<file path="config.mk">
export PLATFORM = sky130hd
export DESIGN_NAME = qee_top
export DESIGN_NICKNAME = d
export VERILOG_FILES = /design/src/qee_pkg.sv /design/src/qee_step_if.sv /design/src/qee_pulse_emitter.sv /design/src/qee_top.sv
export SDC_FILE = /design/constraint.sdc
export NUM_CORES = 1
export LEC_CHECK = 0
export ABC_CLOCK_PERIOD_IN_PS = 3200
export BUFFER_PORTS_ARGS = -buffer_cell sky130_fd_sc_hd__buf_2
export CAP_MARGIN = 20
export CORE_ASPECT_RATIO = 0.8
export CORE_MARGIN = 5
export CORE_UTILIZATION = 35
export DETAILED_ROUTE_END_ITERATION = 7
export SYNTH_ARGS = -nofsm -noshare
export SYNTH_HDL_FRONTEND = slang
export SYNTH_HIERARCHICAL = 1
export SYNTH_SLANG_ARGS = --single-unit
export TNS_END_PERCENT = 10
</file>
<file path="constraint.sdc">
create_clock -name i_mclk -period 3.2 [get_ports i_mclk]
set_input_delay 0.64 -clock i_mclk [delete_from_list [all_inputs] [get_ports i_mclk]]
set_output_delay 0.64 -clock i_mclk [all_outputs]
set_load 0.01 [all_outputs]
</file>
<file path="src/qee_pkg.sv">
// Purpose : Shared constants for the quadrature encoder emulator.
// Assumes : 20 MHz system clock.
// Notes   : All offsets, codes and timing counts live here.
package qee_pkg;
   // ==========================================================
   // Clock and timing
   // ==========================================================
   localparam int unsigned CLK_HZ          = 20_000_000;
   localparam int unsigned MAX_PULSE_HZ    = 1_000_000;
   // One output period holds four phase slots; slot length rounds up.
   localparam int unsigned SLOT_CYC_CALC   = (CLK_HZ + 4 * MAX_PULSE_HZ - 1) / (4 * MAX_PULSE_HZ);
   localparam int unsigned SLOT_CYC        = (SLOT_CYC_CALC < 1) ? 1 : SLOT_CYC_CALC;
   localparam int unsigned INDEX_US        = 5;
   localparam int unsigned INDEX_CYC       = INDEX_US * (CLK_HZ / 1_000_000);
   localparam logic [7:0]  SLOT_LAST       = 8'(SLOT_CYC - 1);
   localparam logic [7:0]  INDEX_LAST      = 8'(INDEX_CYC - 1);
   // ==========================================================
   // Widths and codes
   // ==========================================================
   localparam int unsigned ANG_W           = 15;
   localparam int unsigned POS_W           = 12;
   localparam logic [1:0]  RES_12BIT       = 2'h0;
   localparam logic [1:0]  RES_11BIT       = 2'h1;
   localparam logic [1:0]  RES_10BIT       = 2'h2;
   localparam logic [1:0]  RES_9BIT        = 2'h3;
   localparam logic        MODE_QUAD       = 1'b0;
   localparam logic        MODE_STEPDIR    = 1'b1;
   localparam logic        DIR_CW          = 1'b1;
   localparam logic [POS_W-1:0] POS_ZERO   = 12'h000;
endpackage

</file>
<file path="src/qee_step_if.sv">
// Purpose : Carries one step request and its acknowledge between modules.
// Assumes : Single clock domain.
// Notes   : The emitter raises done for one cycle per finished step.
`timescale 1ns/1ns
interface qee_step_if;
   logic req;
   logic dir;
   logic done;
   modport gen  (output req, output dir, input done);
   modport emit (input req, input dir, output done);
endinterface

</file>
<file path="src/qee_pulse_emitter.sv">
// Purpose : Turns step requests into rate-limited A/B or step/direction edges.
// Assumes : Requests are held until done pulses.
// Notes   : Each step takes four equal slots and a latch cycle, so at most 1 MHz; step/dir A is high for two slots.
`timescale 1ns/1ns
module qee_pulse_emitter
   import qee_pkg::*;
(
   input  wire logic i_mclk,
   input  wire logic i_sys_rst,
   input  wire logic i_mode,
   qee_step_if.emit  step,
   output logic      o_a,
   output logic      o_b
);
   // ==========================================================
   // Slot timer and phase counter
   // ==========================================================
   logic [7:0] slot_cnt_ff;
   logic [1:0] phase_ff;
   logic       busy_ff;
   logic       dir_ff;
   logic [1:0] quad_ff;
   logic       slot_end;

   assign slot_end  = busy_ff && (slot_cnt_ff == SLOT_LAST);
   assign step.done = slot_end && (phase_ff == 2'h3);

   // Latch a new step and walk through four slots; direction is frozen per step.
   always_ff @(posedge i_mclk or posedge i_sys_rst) begin
      if (i_sys_rst) begin
         busy_ff     <= 1'b0;
         slot_cnt_ff <= 8'h00;
         phase_ff    <= 2'h0;
         dir_ff      <= DIR_CW;
      end else if (!busy_ff) begin
         if (step.req) begin
            busy_ff     <= 1'b1;
            dir_ff      <= step.dir;
            slot_cnt_ff <= 8'h00;
            phase_ff    <= 2'h0;
         end
      end else if (slot_end) begin
         slot_cnt_ff <= 8'h00;
         phase_ff    <= phase_ff + 2'h1;
         if (phase_ff == 2'h3) begin
            busy_ff <= 1'b0;
         end
      end else begin
         slot_cnt_ff <= slot_cnt_ff + 8'h01;
      end
   end

   // Gray state of the quadrature pair; it moves one notch per slot pair.
   always_ff @(posedge i_mclk or posedge i_sys_rst) begin
      if (i_sys_rst) begin
         quad_ff <= 2'h0;
      end else if (slot_end && phase_ff[0]) begin
         // CW: B leads so A lags; CCW the reverse.
         if (dir_ff == DIR_CW) begin
            quad_ff <= {quad_ff[0], ~quad_ff[1]};
         end else begin
            quad_ff <= {~quad_ff[0], quad_ff[1]};
         end
      end
   end

   // ==========================================================
   // Output stage
   // ==========================================================
   // Outputs are registered so the pins never glitch on mode changes.
   always_ff @(posedge i_mclk or posedge i_sys_rst) begin
      if (i_sys_rst) begin
         o_a <= 1'b0;
         o_b <= 1'b0;
      end else if (i_mode == MODE_STEPDIR) begin
         o_a <= busy_ff && !phase_ff[1];
         o_b <= busy_ff ? dir_ff : step.dir;
      end else begin
         o_a <= quad_ff[1];
         o_b <= quad_ff[0];
      end
   end
endmodule

</file>
<file path="src/qee_top.sv">
// Purpose : Incremental output stage emulating an optical quadrature encoder.
// Assumes : Angle arrives as a 15-bit unsigned word synchronous to i_mclk.
// Notes   : Config fields are plain inputs; there is no software bus here.
// Behaviour
// One square pulse per angle step, 50% duty on incremental channels. In quadrature mode each channel gives one pulse per two steps.
// Resolution selectable from 9 bits (512) to 12 bits (4096 steps).
// Direction shown by A/B phase or by channel B level.
// Encoder mode select chooses quadrature or step/direction operation.
// Quadrature: clockwise makes A lag B, counterclockwise makes B lag A.
// Step/direction: A pulses per increment, B holds direction level.
// After startup, burst of pulses equal to the absolute angle.
// Index pulse on third output whenever angle crosses zero. The code gives no index while the startup burst runs.
// Channel pulse rate never exceeds one megahertz.
// Controller counts pulses up or down to track position.
// Controller may read angle serially and add difference to resync.
// Resolution codes 0..3 give 12, 11, 10, 9 bit steps.
// Step/direction: B high for clockwise, settled before next A edge.
`timescale 1ns/1ns
module qee_top
   import qee_pkg::*;
(
   input  wire logic             i_mclk,
   input  wire logic             i_sys_rst,
   input  wire logic [ANG_W-1:0] i_angle_value,
   input  wire logic             i_angle_valid,
   input  wire logic [1:0]       i_step_resolution_sel,
   input  wire logic             i_encoder_mode_sel,
   output logic                  o_quad_out_a,
   output logic                  o_quad_out_b,
   output logic                  o_index_out,
   output logic                  o_startup_done
);
   // ==========================================================
   // Position scaling
   // ==========================================================
   logic [POS_W-1:0] target_pos;
   logic [POS_W-1:0] pos_mask;
   logic [POS_W-1:0] out_pos_ff;
   logic [POS_W-1:0] diff;
   logic             have_angle_ff;
   logic             startup_ff;
   logic [7:0]       idx_cnt_ff;
   logic             idx_on_ff;
   logic             step_up;
   logic             wrap;
   logic             step_act_ff;
   logic             step_dir_ff;

   qee_step_if step_bus ();

   // Scale the angle to the chosen step count, left-aligned to 12 bits.
   always_comb begin
      case (i_step_resolution_sel)
         RES_12BIT: pos_mask = 12'hFFF;
         RES_11BIT: pos_mask = 12'hFFE;
         RES_10BIT: pos_mask = 12'hFFC;
         RES_9BIT:  pos_mask = 12'hFF8;
         default:   pos_mask = 12'hFFF;
      endcase
      target_pos = i_angle_value[ANG_W-1 -: POS_W] & pos_mask;
   end

   // One step is the LSB weight of the current resolution.
   logic [POS_W-1:0] step_w;
   assign step_w  = (~pos_mask) + 12'h001;
   assign diff    = target_pos - out_pos_ff;
   // Shortest path round the circle: lower half of the difference is forward.
   assign step_up = !diff[POS_W-1];
   assign step_bus.req = have_angle_ff && ((out_pos_ff & pos_mask) != target_pos);
   assign step_bus.dir = startup_ff ? DIR_CW : step_up;

   // Mirror of the emitter's step latch. The angle may move in mid step and flip the live
   // direction, so position and index must follow the direction the pins actually show.
   always_ff @(posedge i_mclk or posedge i_sys_rst) begin
      if (i_sys_rst) begin
         step_act_ff <= 1'b0;
         step_dir_ff <= DIR_CW;
      end else if (step_bus.done) begin
         step_act_ff <= 1'b0;
      end else if (!step_act_ff && step_bus.req) begin
         step_act_ff <= 1'b1;
         step_dir_ff <= step_bus.dir;
      end
   end

   // ==========================================================
   // Tracked output position
   // ==========================================================
   // The startup burst counts up from zero to the absolute angle. R7
   always_ff @(posedge i_mclk or posedge i_sys_rst) begin
      if (i_sys_rst) begin
         out_pos_ff    <= POS_ZERO;
         have_angle_ff <= 1'b0;
         startup_ff    <= 1'b1;
      end else begin
         if (i_angle_valid) begin
            have_angle_ff <= 1'b1;
         end
         if (step_bus.done) begin
            out_pos_ff <= step_dir_ff ? ((out_pos_ff & pos_mask) + step_w)
                                       : ((out_pos_ff & pos_mask) - step_w);
         end
         if (have_angle_ff && !step_bus.req) begin
            startup_ff <= 1'b0;
         end
      end
   end

   // A step through zero in either direction marks the index once startup is over. R8
   assign wrap = step_bus.done && !startup_ff &&
                 (step_dir_ff ? (((out_pos_ff & pos_mask) + step_w) == POS_ZERO)
                               : ((out_pos_ff & pos_mask) == POS_ZERO));

   // ==========================================================
   // Index pulse stretcher
   // ==========================================================
   // Held for the typical index width so a slow counter still sees it.
   always_ff @(posedge i_mclk or posedge i_sys_rst) begin
      if (i_sys_rst) begin
         idx_on_ff  <= 1'b0;
         idx_cnt_ff <= 8'h00;
      end else if (wrap) begin
         idx_on_ff  <= 1'b1;
         idx_cnt_ff <= 8'h00;
      end else if (idx_on_ff) begin
         if (idx_cnt_ff == INDEX_LAST) begin
            idx_on_ff <= 1'b0;
         end else begin
            idx_cnt_ff <= idx_cnt_ff + 8'h01;
         end
      end
   end

   assign o_index_out    = idx_on_ff;
   assign o_startup_done = !startup_ff;

   // The emitter paces every step in four slots, which caps the rate. R9
   qee_pulse_emitter u_emit (
      .i_mclk    (i_mclk),
      .i_sys_rst (i_sys_rst),
      .i_mode    (i_encoder_mode_sel),
      .step      (step_bus.emit),
      .o_a       (o_quad_out_a),
      .o_b       (o_quad_out_b)
   );
endmodule

</file>
==> impl_metrics.yaml, run 1 <==
finish:
  syn_to_final_growth_pct: 15.5
  fin_area_um2: 3460
  nets: 411
  final_util_pct: 41.2
  drive_above_1_share_pct: 17.1
  fin_cells: 481
  antenna_cells: 0
setup_path:
  cp.depth: 10
  reg2reg_to: "idx_cnt_ff[0]"
  reg2reg_depth: 12
  max_stage_delay_ps: 470
  r2r_setup_slack_ps: 420
  cp_top_family: "simple AND/OR/NAND/NOR gates"
  cp-end-kind: "flip-flop"
  start_kind: "primary input"
  cp.arrival_ps: 2990
  cp.required_ps: 3380
  cpMaxStageDelayCell: "fa_1"
  critPathMaxFanout: 9
  critPathMostFrequentCell: "a21oi_1"
  crit_path_cell_trace: "buf_2 -> or3b_4 -> fa_1 -> nand2b_1 -> a21oi_1 -> or2_2 -> a31oi_1 -> nor4_4 -> buf_4 -> a21oi_1"
  reg2reg_from: "u_emit/slot_cnt_ff[0]"
  path_buf_inv: 2
  criticalPathCategory: "primary input to flip-flop"
global_routing:
  grt_pass1_wl_um: 11600
  grt_overflow: 0
  grt_pass1_vias: 2388
  grt_max_degree: 26
  track_usage_pct: 13.6
  grt_antenna_before_repair: 0
synth:
  yosysWarnings: 6
  synthFlopType: "dfrtp_1"
  syn_nets: 378
  synth_seq_cells: 41
  synth_enable_flop_cells: 0
  yosysUniqueCellTypes: 60
  synth_cells: 335
  synthArstFlopShare_pct: 100
  seq_area_frac_synth_pct: 34.3
  syn_avg_cell_area_um2: 8.95
  netlist_area_um2: 3000
outcome:
  status: "completed"
sta:
  setup-violations-final: 0
  setup_tns_ps: 0
  rsz0062_at_grt: "no"
  period_needed_ps: 2800
  slew-limit-headroom_pct: 57.3
  final.period_utilization_pct: 87.6
  tightest_slew_ps: 640
  drv_slew: 0
  fmax_mhz: 357
  fin_hold_ws_ps: 228
  fin_skew_ps: 10.8
  hold_viol: 0
placement:
  detailed_place_hpwl_um: 5200
  portBuffers: 21
  gp_congestion: 0.847
  dp.cells: 472
  placed_area_um2: 3300
drt:
  drc: 0
  postRouteAntennaNets: 0
  dr_wl_met3_um: 387
  wl_per_cell_um: 13.9
  drt_iter0_drc: 124
  top_layer: "met4"
  wirelength_um: 6710
  wl_met1_um: 3440
  vias_per_cell: 5.07
  wl_met2_um: 2780
  vias: 2439
  firstDrtPassIters: 4
power:
  swShare_pct: 34.3
  p_seq_share_pct: 42.2
  p_comb_share_pct: 30.3
  p_per_area_nw_per_um2: 541
  pwr-share-clk_pct: 27.5
  ir_drop_mv: 0.309
  p_leak_nw: 1.58
  p_sw_mw: 0.643
  internal_power_mw: 1.23
clock_tree:
  tritoncts: "built"
  cts_resized: 0
  cts_hold_buf: 0
  clock_latency_ps: 300
  htreeDepth: 2
  cts_buffer_depth: 2
  post_cts.repair.setup_buffers: 0
  root_buffer: "clkbuf_8"
  clkSlewWorstSetupHoldPaths_ps: 80
  cts_buffers: 5
  cts_sinks: 41
floorplan:
  num_rows: 30
  initial_core_util_pct: 35.7
  core_area_um2: 8410
  fp.dieH_um: 92.8
  chipWidth_um: 113
  dieArea_um2: 10500
  num_io_pins: 25
hold_path:
  hold_class: "primary input to asynchronous set/reset pin"
job:
  drv_cap: 0
==> placed cells by master (no fill, tap or decap), types with 10 or more instances in the layout <==
master,instances
a21oi_1,24
o21ai_0,15
xnor2_1,14
nand3_1,10
nand4_1,11
ha_1,20
nor2_1,23
inv_1,29
dfrtp_1,38
nand2_1,32
buf_2,21
buf_4,14
xor2_1,14
==> power groups by stage <==
stage	sequential [mW]	combinational [mW]	clock [mW]
floorplan	0.760	0.453	0
global placement	0.795	0.548	0
detailed placement	0.798	0.565	0
CTS	0.789	0.569	0.527
global route	0.818	0.658	0.554
finish	0.790	0.568	0.515
==> final cells by class <==
cell class	count	area [µm²]
well taps	112	140
repair buffers	36	238
fillers	867	4940
inverters	29	109
clock buffers	5	68.8
multi-input cells	255	1810
clock inverters	3	68.8
flip-flops and latches	41	1030
==> cells in the mapped netlist (all sizes together) (2+ instances only) <==
cell / number / share of area [%]
or4: 2 / 0.50
nor4: 3 / 1.6
or3: 5 / 1.1
a32oi: 2 / 0.58
xnor2: 14 / 4.1
nor3b: 3 / 0.75
a211oi: 2 / 0.50
mux2: 3 / 1.3
o32ai: 2 / 0.58
dfrtp: 38 / 32
buf: 6 / 1.2
a31oi: 2 / 0.42
a21boi: 4 / 1.0
nor2b: 6 / 1.3
nand4: 11 / 2.3
a21o: 6 / 1.5
nor2: 23 / 2.9
or2: 2 / 0.42
nand2b: 4 / 0.83
inv: 29 / 3.6
and2: 6 / 1.3
mux2i: 8 / 2.7
clkbuf: 4 / 0.50
dfstp: 3 / 2.6
and4: 3 / 0.92
fa: 2 / 1.3
o21ai: 16 / 2.7
and3: 3 / 0.63
ha: 20 / 8.3
o2111ai: 2 / 0.58
a21oi: 24 / 4.0
nand2: 32 / 4.0
nor3: 6 / 1.2
xor2: 14 / 4.1
nand3: 11 / 2.3
==> worst max-delay path by stage <==
stage | from | endpoint | slack, ps
5_1_grt | u_emit/slot_cnt_ff[0] | idx_cnt_ff[0] | 190
3_5_place_dp | i_step_resolution_sel[1] | idx_cnt_ff[0] | 80
3_3_place_gp | i_step_resolution_sel[1] | idx_cnt_ff[7] | 110
2_1_floorplan | i_step_resolution_sel[1] | idx_cnt_ff[0] | 370
4_1_cts | i_step_resolution_sel[1] | idx_cnt_ff[0] | 390
6_report | i_step_resolution_sel[1] | idx_cnt_ff[0] | 400
==> registers in the layout, summed over array words and instances (netlist names) <==
name,count
step_dir_ff,1
u_emit/busy_ff,1
u_emit/slot_cnt_ff,8
out_pos_ff,12
u_emit/dir_ff,1
step_act_ff,1
u_emit/quad_ff,2
u_emit/phase_ff,2
have_angle_ff,1
idx_cnt_ff,8
u_emit/o_a,1
o_index_out,1
startup_ff,1
u_emit/o_b,1
==> metrics by stage <==
step | worst slack [ps] | total power, mW
finish | 396 | 1.87
global route | 191 | 2.03
CTS | 387 | 1.89
detailed placement | 82.2 | 1.36
global placement | 110 | 1.34
floorplan | 371 | 1.21
==> metal layers <==
metal,vias to the layer above,global-route usage (%)
li1,1238,-
met1,1141,20.6
met2,53,19.5
met3,7,2.87
met4,0,3.70
met5,-,0
==> kinds of logic after synthesis <==
| logic type | count (synthesis) | share of synthesized area (%) |
|---|---|---|
| simple gates | 124 | 23.3 |
| compound gates | 70 | 15.3 |
| flops | 41 | 34.3 |
| buf+inv | 39 | 5.34 |
| xor+xnor | 28 | 8.18 |
| fa+ha+maj | 22 | 9.68 |
| mux | 11 | 3.92 |
Power figures use the tool's default switching activity.
==> run 2, diff against run 1 <==
--- a/config.mk
+++ b/config.mk
@@ -12,6 +12,7 @@
 export CORE_MARGIN = 5
 export CORE_UTILIZATION = 35
 export DETAILED_ROUTE_END_ITERATION = 7
+export MAX_ROUTING_LAYER = met4
 export SYNTH_ARGS = -nofsm -noshare
 export SYNTH_HDL_FRONTEND = slang
 export SYNTH_HIERARCHICAL = 1
==> run 2 against run 1 <==
Net effect: final cell count did not move; global-route usage up 0.36 points; first-iteration DRC count fell by 4.0%; critical path type unchanged; utilization unchanged; largest cell class unchanged; sequential share of layout area stayed put.
==> impl_metrics.yaml, run 2 (synthesized netlist as in run 1, its figures left out) <==
floorplan:
  core_area_um2: 8410
  initial_core_util_pct: 35.7
  num_rows: 30
  fp.dieH_um: 92.8
  chipWidth_um: 113
  num_io_pins: 25
  dieArea_um2: 10500
drt:
  firstDrtPassIters: 4
  vias_per_cell: 5.04
  drt_iter0_drc: 119
  wirelength_um: 6710
  wl_per_cell_um: 13.9
  drc: 0
  postRouteAntennaNets: 0
  vias: 2426
clock_tree:
  post_cts.repair.setup_buffers: 0
  clkSlewWorstSetupHoldPaths_ps: 80
  root_buffer: "clkbuf_8"
  clock_latency_ps: 300
  cts_resized: 0
  tritoncts: "built"
  cts_sinks: 41
  cts_buffer_depth: 2
  cts_buffers: 5
  cts_hold_buf: 0
  htreeDepth: 2
sta:
  setup_tns_ps: 0
  period_needed_ps: 2810
  rsz0062_at_grt: "no"
  tightest_slew_ps: 640
  setup-violations-final: 0
  fin_hold_ws_ps: 227
  fmax_mhz: 356
  drv_slew: 0
  slew-limit-headroom_pct: 57.3
  fin_skew_ps: 11.0
  final.period_utilization_pct: 87.8
  hold_viol: 0
power:
  p_per_area_nw_per_um2: 541
  ir_drop_mv: 0.309
  p_leak_nw: 1.58
global_routing:
  grt_max_degree: 26
  track_usage_pct: 14.0
  grt_pass1_vias: 2391
  grt_antenna_before_repair: 0
  grt_pass1_wl_um: 11600
  grt_overflow: 0
setup_path:
  reg2reg_to: "idx_cnt_ff[0]"
  max_stage_delay_ps: 470
  reg2reg_depth: 12
  reg2reg_from: "u_emit/slot_cnt_ff[0]"
  cpMaxStageDelayCell: "fa_1"
  r2r_setup_slack_ps: 410
  criticalPathCategory: "primary input to flip-flop"
  cp.required_ps: 3390
  cp-end-kind: "flip-flop"
  start_kind: "primary input"
  critPathMaxFanout: 9
  cp.arrival_ps: 2990
  crit_path_cell_trace: "buf_2 -> or3b_4 -> fa_1 -> nand2b_1 -> a21oi_1 -> or2_2 -> a31oi_1 -> nor4_4 -> buf_4 -> a21oi_1"
  critPathMostFrequentCell: "a21oi_1"
finish:
  regMostFlops: "out_pos_ff"
  final_util_pct: 41.2
  nets: 411
  final_cell_mix: "dfrtp_1, nand2_1, inv_1"
  drive_above_1_share_pct: 17.1
  fin_area_um2: 3460
  fillers: 867
  largest_reg_flops: 12
  mostFrequentLayoutCell: "dfrtp_1"
  syn_to_final_growth_pct: 15.5
  top_regs: "out_pos_ff: 12 flops, idx_cnt_ff: 8 flops, u_emit/slot_cnt_ff: 8 flops"
  antenna_cells: 0
placement:
  placed_area_um2: 3300
  gp_congestion: 0.860
  portBuffers: 21
  detailed_place_hpwl_um: 5200
job:
  drv_cap: 0
hold_path:
  hold_class: "primary input to asynchronous set/reset pin"
outcome:
  status: "completed"
run 2: cell counts in the layout (fill, tap and decap cells not counted):
No cell type changed its count.
run 2: metrics by stage:
step	setup WS, ps	instances	total power, mW
after floorplan	371	335	1.21
after global placement	110	472	1.34
after detailed placement	82.2	472	1.36
after CTS	387	480	1.89
after global routing	190	481	2.03
final	391	481	1.87
run 2: per-layer routing:
metal | up-vias | track usage (%) | routed length (µm)
li1 | 1238 | - | -
met1 | 1130 | 20.7 | 3430
met2 | 51 | 19.4 | 2790
met3 | 7 | 2.74 | 398
met4 | 0 | 3.70 | 86
met5 | - | - | 0
run 2: layout make-up:
| type | count | area (µm²) | share of cell area (%) |
|---|---|---|---|
| Clock buffer | 5 | 68.8 | 1.99 |
| Timing Repair Buffer | 36 | 238 | 6.86 |
| Inverter | 29 | 109 | 3.14 |
| Multi-Input combinational cell | 255 | 1810 | 52.2 |
| Tap cell | 112 | 140 | 4.05 |
| Clock inverter | 3 | 68.8 | 1.99 |
| Sequential cell | 41 | 1030 | 29.7 |
run 2: power by group:
| group | internal (mW) | leakage, nW | switching [mW] |
|---|---|---|---|
| combinational | 0.272 | 1.04 | 0.296 |
| sequential | 0.644 | 0.469 | 0.146 |
| clock | 0.314 | 0.0687 | 0.200 |
run 2: worst max path at each step:
stage	cells past startpoint	from	end
2_1_floorplan	8	i_step_resolution_sel[1]	idx_cnt_ff[0]
3_3_place_gp	10	i_step_resolution_sel[1]	idx_cnt_ff[7]
3_5_place_dp	10	i_step_resolution_sel[1]	idx_cnt_ff[0]
4_1_cts	10	i_step_resolution_sel[1]	idx_cnt_ff[0]
5_1_grt	12	u_emit/slot_cnt_ff[0]	idx_cnt_ff[0]
6_report	10	i_step_resolution_sel[1]	idx_cnt_ff[0]
run 2: critical path, delay by kind of cell:
family	cells	cell delay, ps
adder cells (fa/ha/maj)	1	470
AO/OA/AOI/OAI	3	440
AND/OR/NAND/NOR	4	1100
buffers and inverters	2	340
==> run 3, diff against run 2 <==
--- a/config.mk
+++ b/config.mk
@@ -6,13 +6,14 @@
 export NUM_CORES = 1
 export LEC_CHECK = 0
 export ABC_CLOCK_PERIOD_IN_PS = 3200
-export BUFFER_PORTS_ARGS = -buffer_cell sky130_fd_sc_hd__buf_2
+export BUFFER_PORTS_ARGS = -buffer_cell sky130_fd_sc_hd__buf_4
 export CAP_MARGIN = 20
 export CORE_ASPECT_RATIO = 0.8
 export CORE_MARGIN = 5
 export CORE_UTILIZATION = 35
 export DETAILED_ROUTE_END_ITERATION = 7
 export MAX_ROUTING_LAYER = met4
+export PLACE_DENSITY = 0.53
 export SYNTH_ARGS = -nofsm -noshare
 export SYNTH_HDL_FRONTEND = slang
 export SYNTH_HIERARCHICAL = 1
==> run 3 against run 2 <==
Net effect: count of clock-buffer cells in the layout is 2 higher; die area stayed put; clock skew is 4.5 ps lower; via count is 0.70% lower; routed wire length hardly changed; critical endpoint is now o_index_out; largest cell class unchanged.
==> impl_metrics.yaml, run 3 (synthesized netlist as in run 1, its figures left out) <==
placement:
  portBuffers: 21
  gp_congestion: 0.800
  place_ws_ps: 90.5
  detailed_place_hpwl_um: 5170
sta:
  layout_setup_ws_ps: 368
  period_needed_ps: 2830
  tightest_slew_ps: 646
  final.period_utilization_pct: 88.5
  hold_viol: 0
  slew-limit-headroom_pct: 56.9
  rsz0062_at_grt: "no"
  fmax_mhz: 353
  drv_slew: 0
  setup_tns_ps: 0
  setup-violations-final: 0
  fin_skew_ps: 6.49
floorplan:
  core_area_um2: 8410
  num_rows: 30
  fp.dieH_um: 92.8
  initial_core_util_pct: 35.7
  chipWidth_um: 113
  dieArea_um2: 10500
  num_io_pins: 25
setup_path:
  reg2reg_from: "out_pos_ff[0]"
  r2r_setup_slack_ps: 430
  criticalPathCategory: "primary input to flip-flop"
  reg2reg_to: "o_index_out"
  cp.arrival_ps: 3020
  cp-end-kind: "flip-flop"
  reg2reg_depth: 9
  critPathMostFrequentCell: "buf_4"
  crit_path_cell_trace: "buf_4 -> or3b_4 -> fa_1 -> nand2b_1 -> a21oi_1 -> o2111ai_1 -> mux2i_1 -> nor4_4 -> buf_4 -> a21o_1"
  cpMaxStageDelayCell: "fa_1"
  cp.required_ps: 3390
  start_kind: "primary input"
  critPathMaxFanout: 9
  max_stage_delay_ps: 460
power:
  p_leak_nw: 1.58
  ir_drop_mv: 0.267
  p_per_area_nw_per_um2: 518
drt:
  wl_per_cell_um: 14.0
  firstDrtPassIters: 4
  postRouteAntennaNets: 0
  vias_per_cell: 5.02
  wirelength_um: 6710
  drt_iter0_drc: 124
  vias: 2409
  drc: 0
clock_tree:
  tritoncts: "built"
  cts_sinks: 41
  cts_hold_buf: 0
  clock_latency_ps: 290
  post_cts.repair.setup_buffers: 0
  clkSlewWorstSetupHoldPaths_ps: 80
  root_buffer: "clkbuf_8"
  cts_buffers: 5
  cts_buffer_depth: 2
  cts_resized: 0
  htreeDepth: 2
global_routing:
  grt_pass1_vias: 2318
  grt_overflow: 0
  grt_antenna_before_repair: 0
  grt_max_degree: 26
  track_usage_pct: 13.8
  grt_pass1_wl_um: 11300
finish:
  drive_above_1_share_pct: 16.6
  largest_reg_flops: 12
  mostFrequentLayoutCell: "dfrtp_1"
  top_regs: "out_pos_ff: 12 flops, idx_cnt_ff: 8 flops, u_emit/slot_cnt_ff: 8 flops"
  seq_area_um2: 1030
  final_cell_mix: "dfrtp_1, buf_4, nand2_1"
  syn_to_final_growth_pct: 16.3
  final_util_pct: 41.5
  antenna_cells: 0
  multiInputGateArea_um2: 1810
  nets: 410
  fillers: 852
  regMostFlops: "out_pos_ff"
hold_path:
  hold_class: "primary input to asynchronous set/reset pin"
outcome:
  status: "completed"
job:
  drv_cap: 0
[run 3: how the worst max path moves through the flow]
stage	from	to	slack, ps	cells past startpoint
CTS	i_step_resolution_sel[1]	idx_cnt_ff[3]	400	10
global placement	i_step_resolution_sel[1]	idx_cnt_ff[1]	130	10
detailed placement	i_step_resolution_sel[1]	idx_cnt_ff[3]	90	10
floorplan	i_step_resolution_sel[1]	idx_cnt_ff[0]	370	8
global route	u_emit/slot_cnt_ff[0]	idx_cnt_ff[5]	220	12
finish	i_step_resolution_sel[1]	o_index_out	370	10
[run 3: area by class of cell]
type	count	share of cell area, %
Tap cell	112	4.02
Multi-Input combinational cell	255	51.9
Inverter	29	3.12
Clock buffer	7	2.48
Clock inverter	1	0.861
Timing Repair Buffer	35	8.11
Sequential cell	41	29.5
[run 3: stage by stage]
stage	power, mW	instances	hold slack (ps)	area (µm²)
6_report	1.81	480	303	3490
5_1_grt	1.95	480	304	3490
4_1_cts	1.82	479	439	3460
3_5_place_dp	1.37	471	426	3340
3_3_place_gp	1.35	471	412	3340
2_1_floorplan	1.21	335	391	3000
[run 3: where the power goes]
part / internal [mW] / switching (mW)
Sequential: 0.644 / 0.148
Combinational: 0.281 / 0.295
Clock: 0.255 / 0.183
[run 3: critical path, delay by kind of cell]
kind | cells | cell delay, ps
compound gates | 3 | 650
mux | 1 | 280
simple gates | 3 | 680
fa+ha+maj | 1 | 460
buf+inv | 2 | 320
[run 3: per-layer routing]
layer	GRT usage, %	up-vias	part of all wire [%]
met2	20.1	24	42
li1	-	1231	-
met1	19.6	1150	54
met5	-	-	0
met3	2.68	4	2.7
met4	3.30	0	0.91
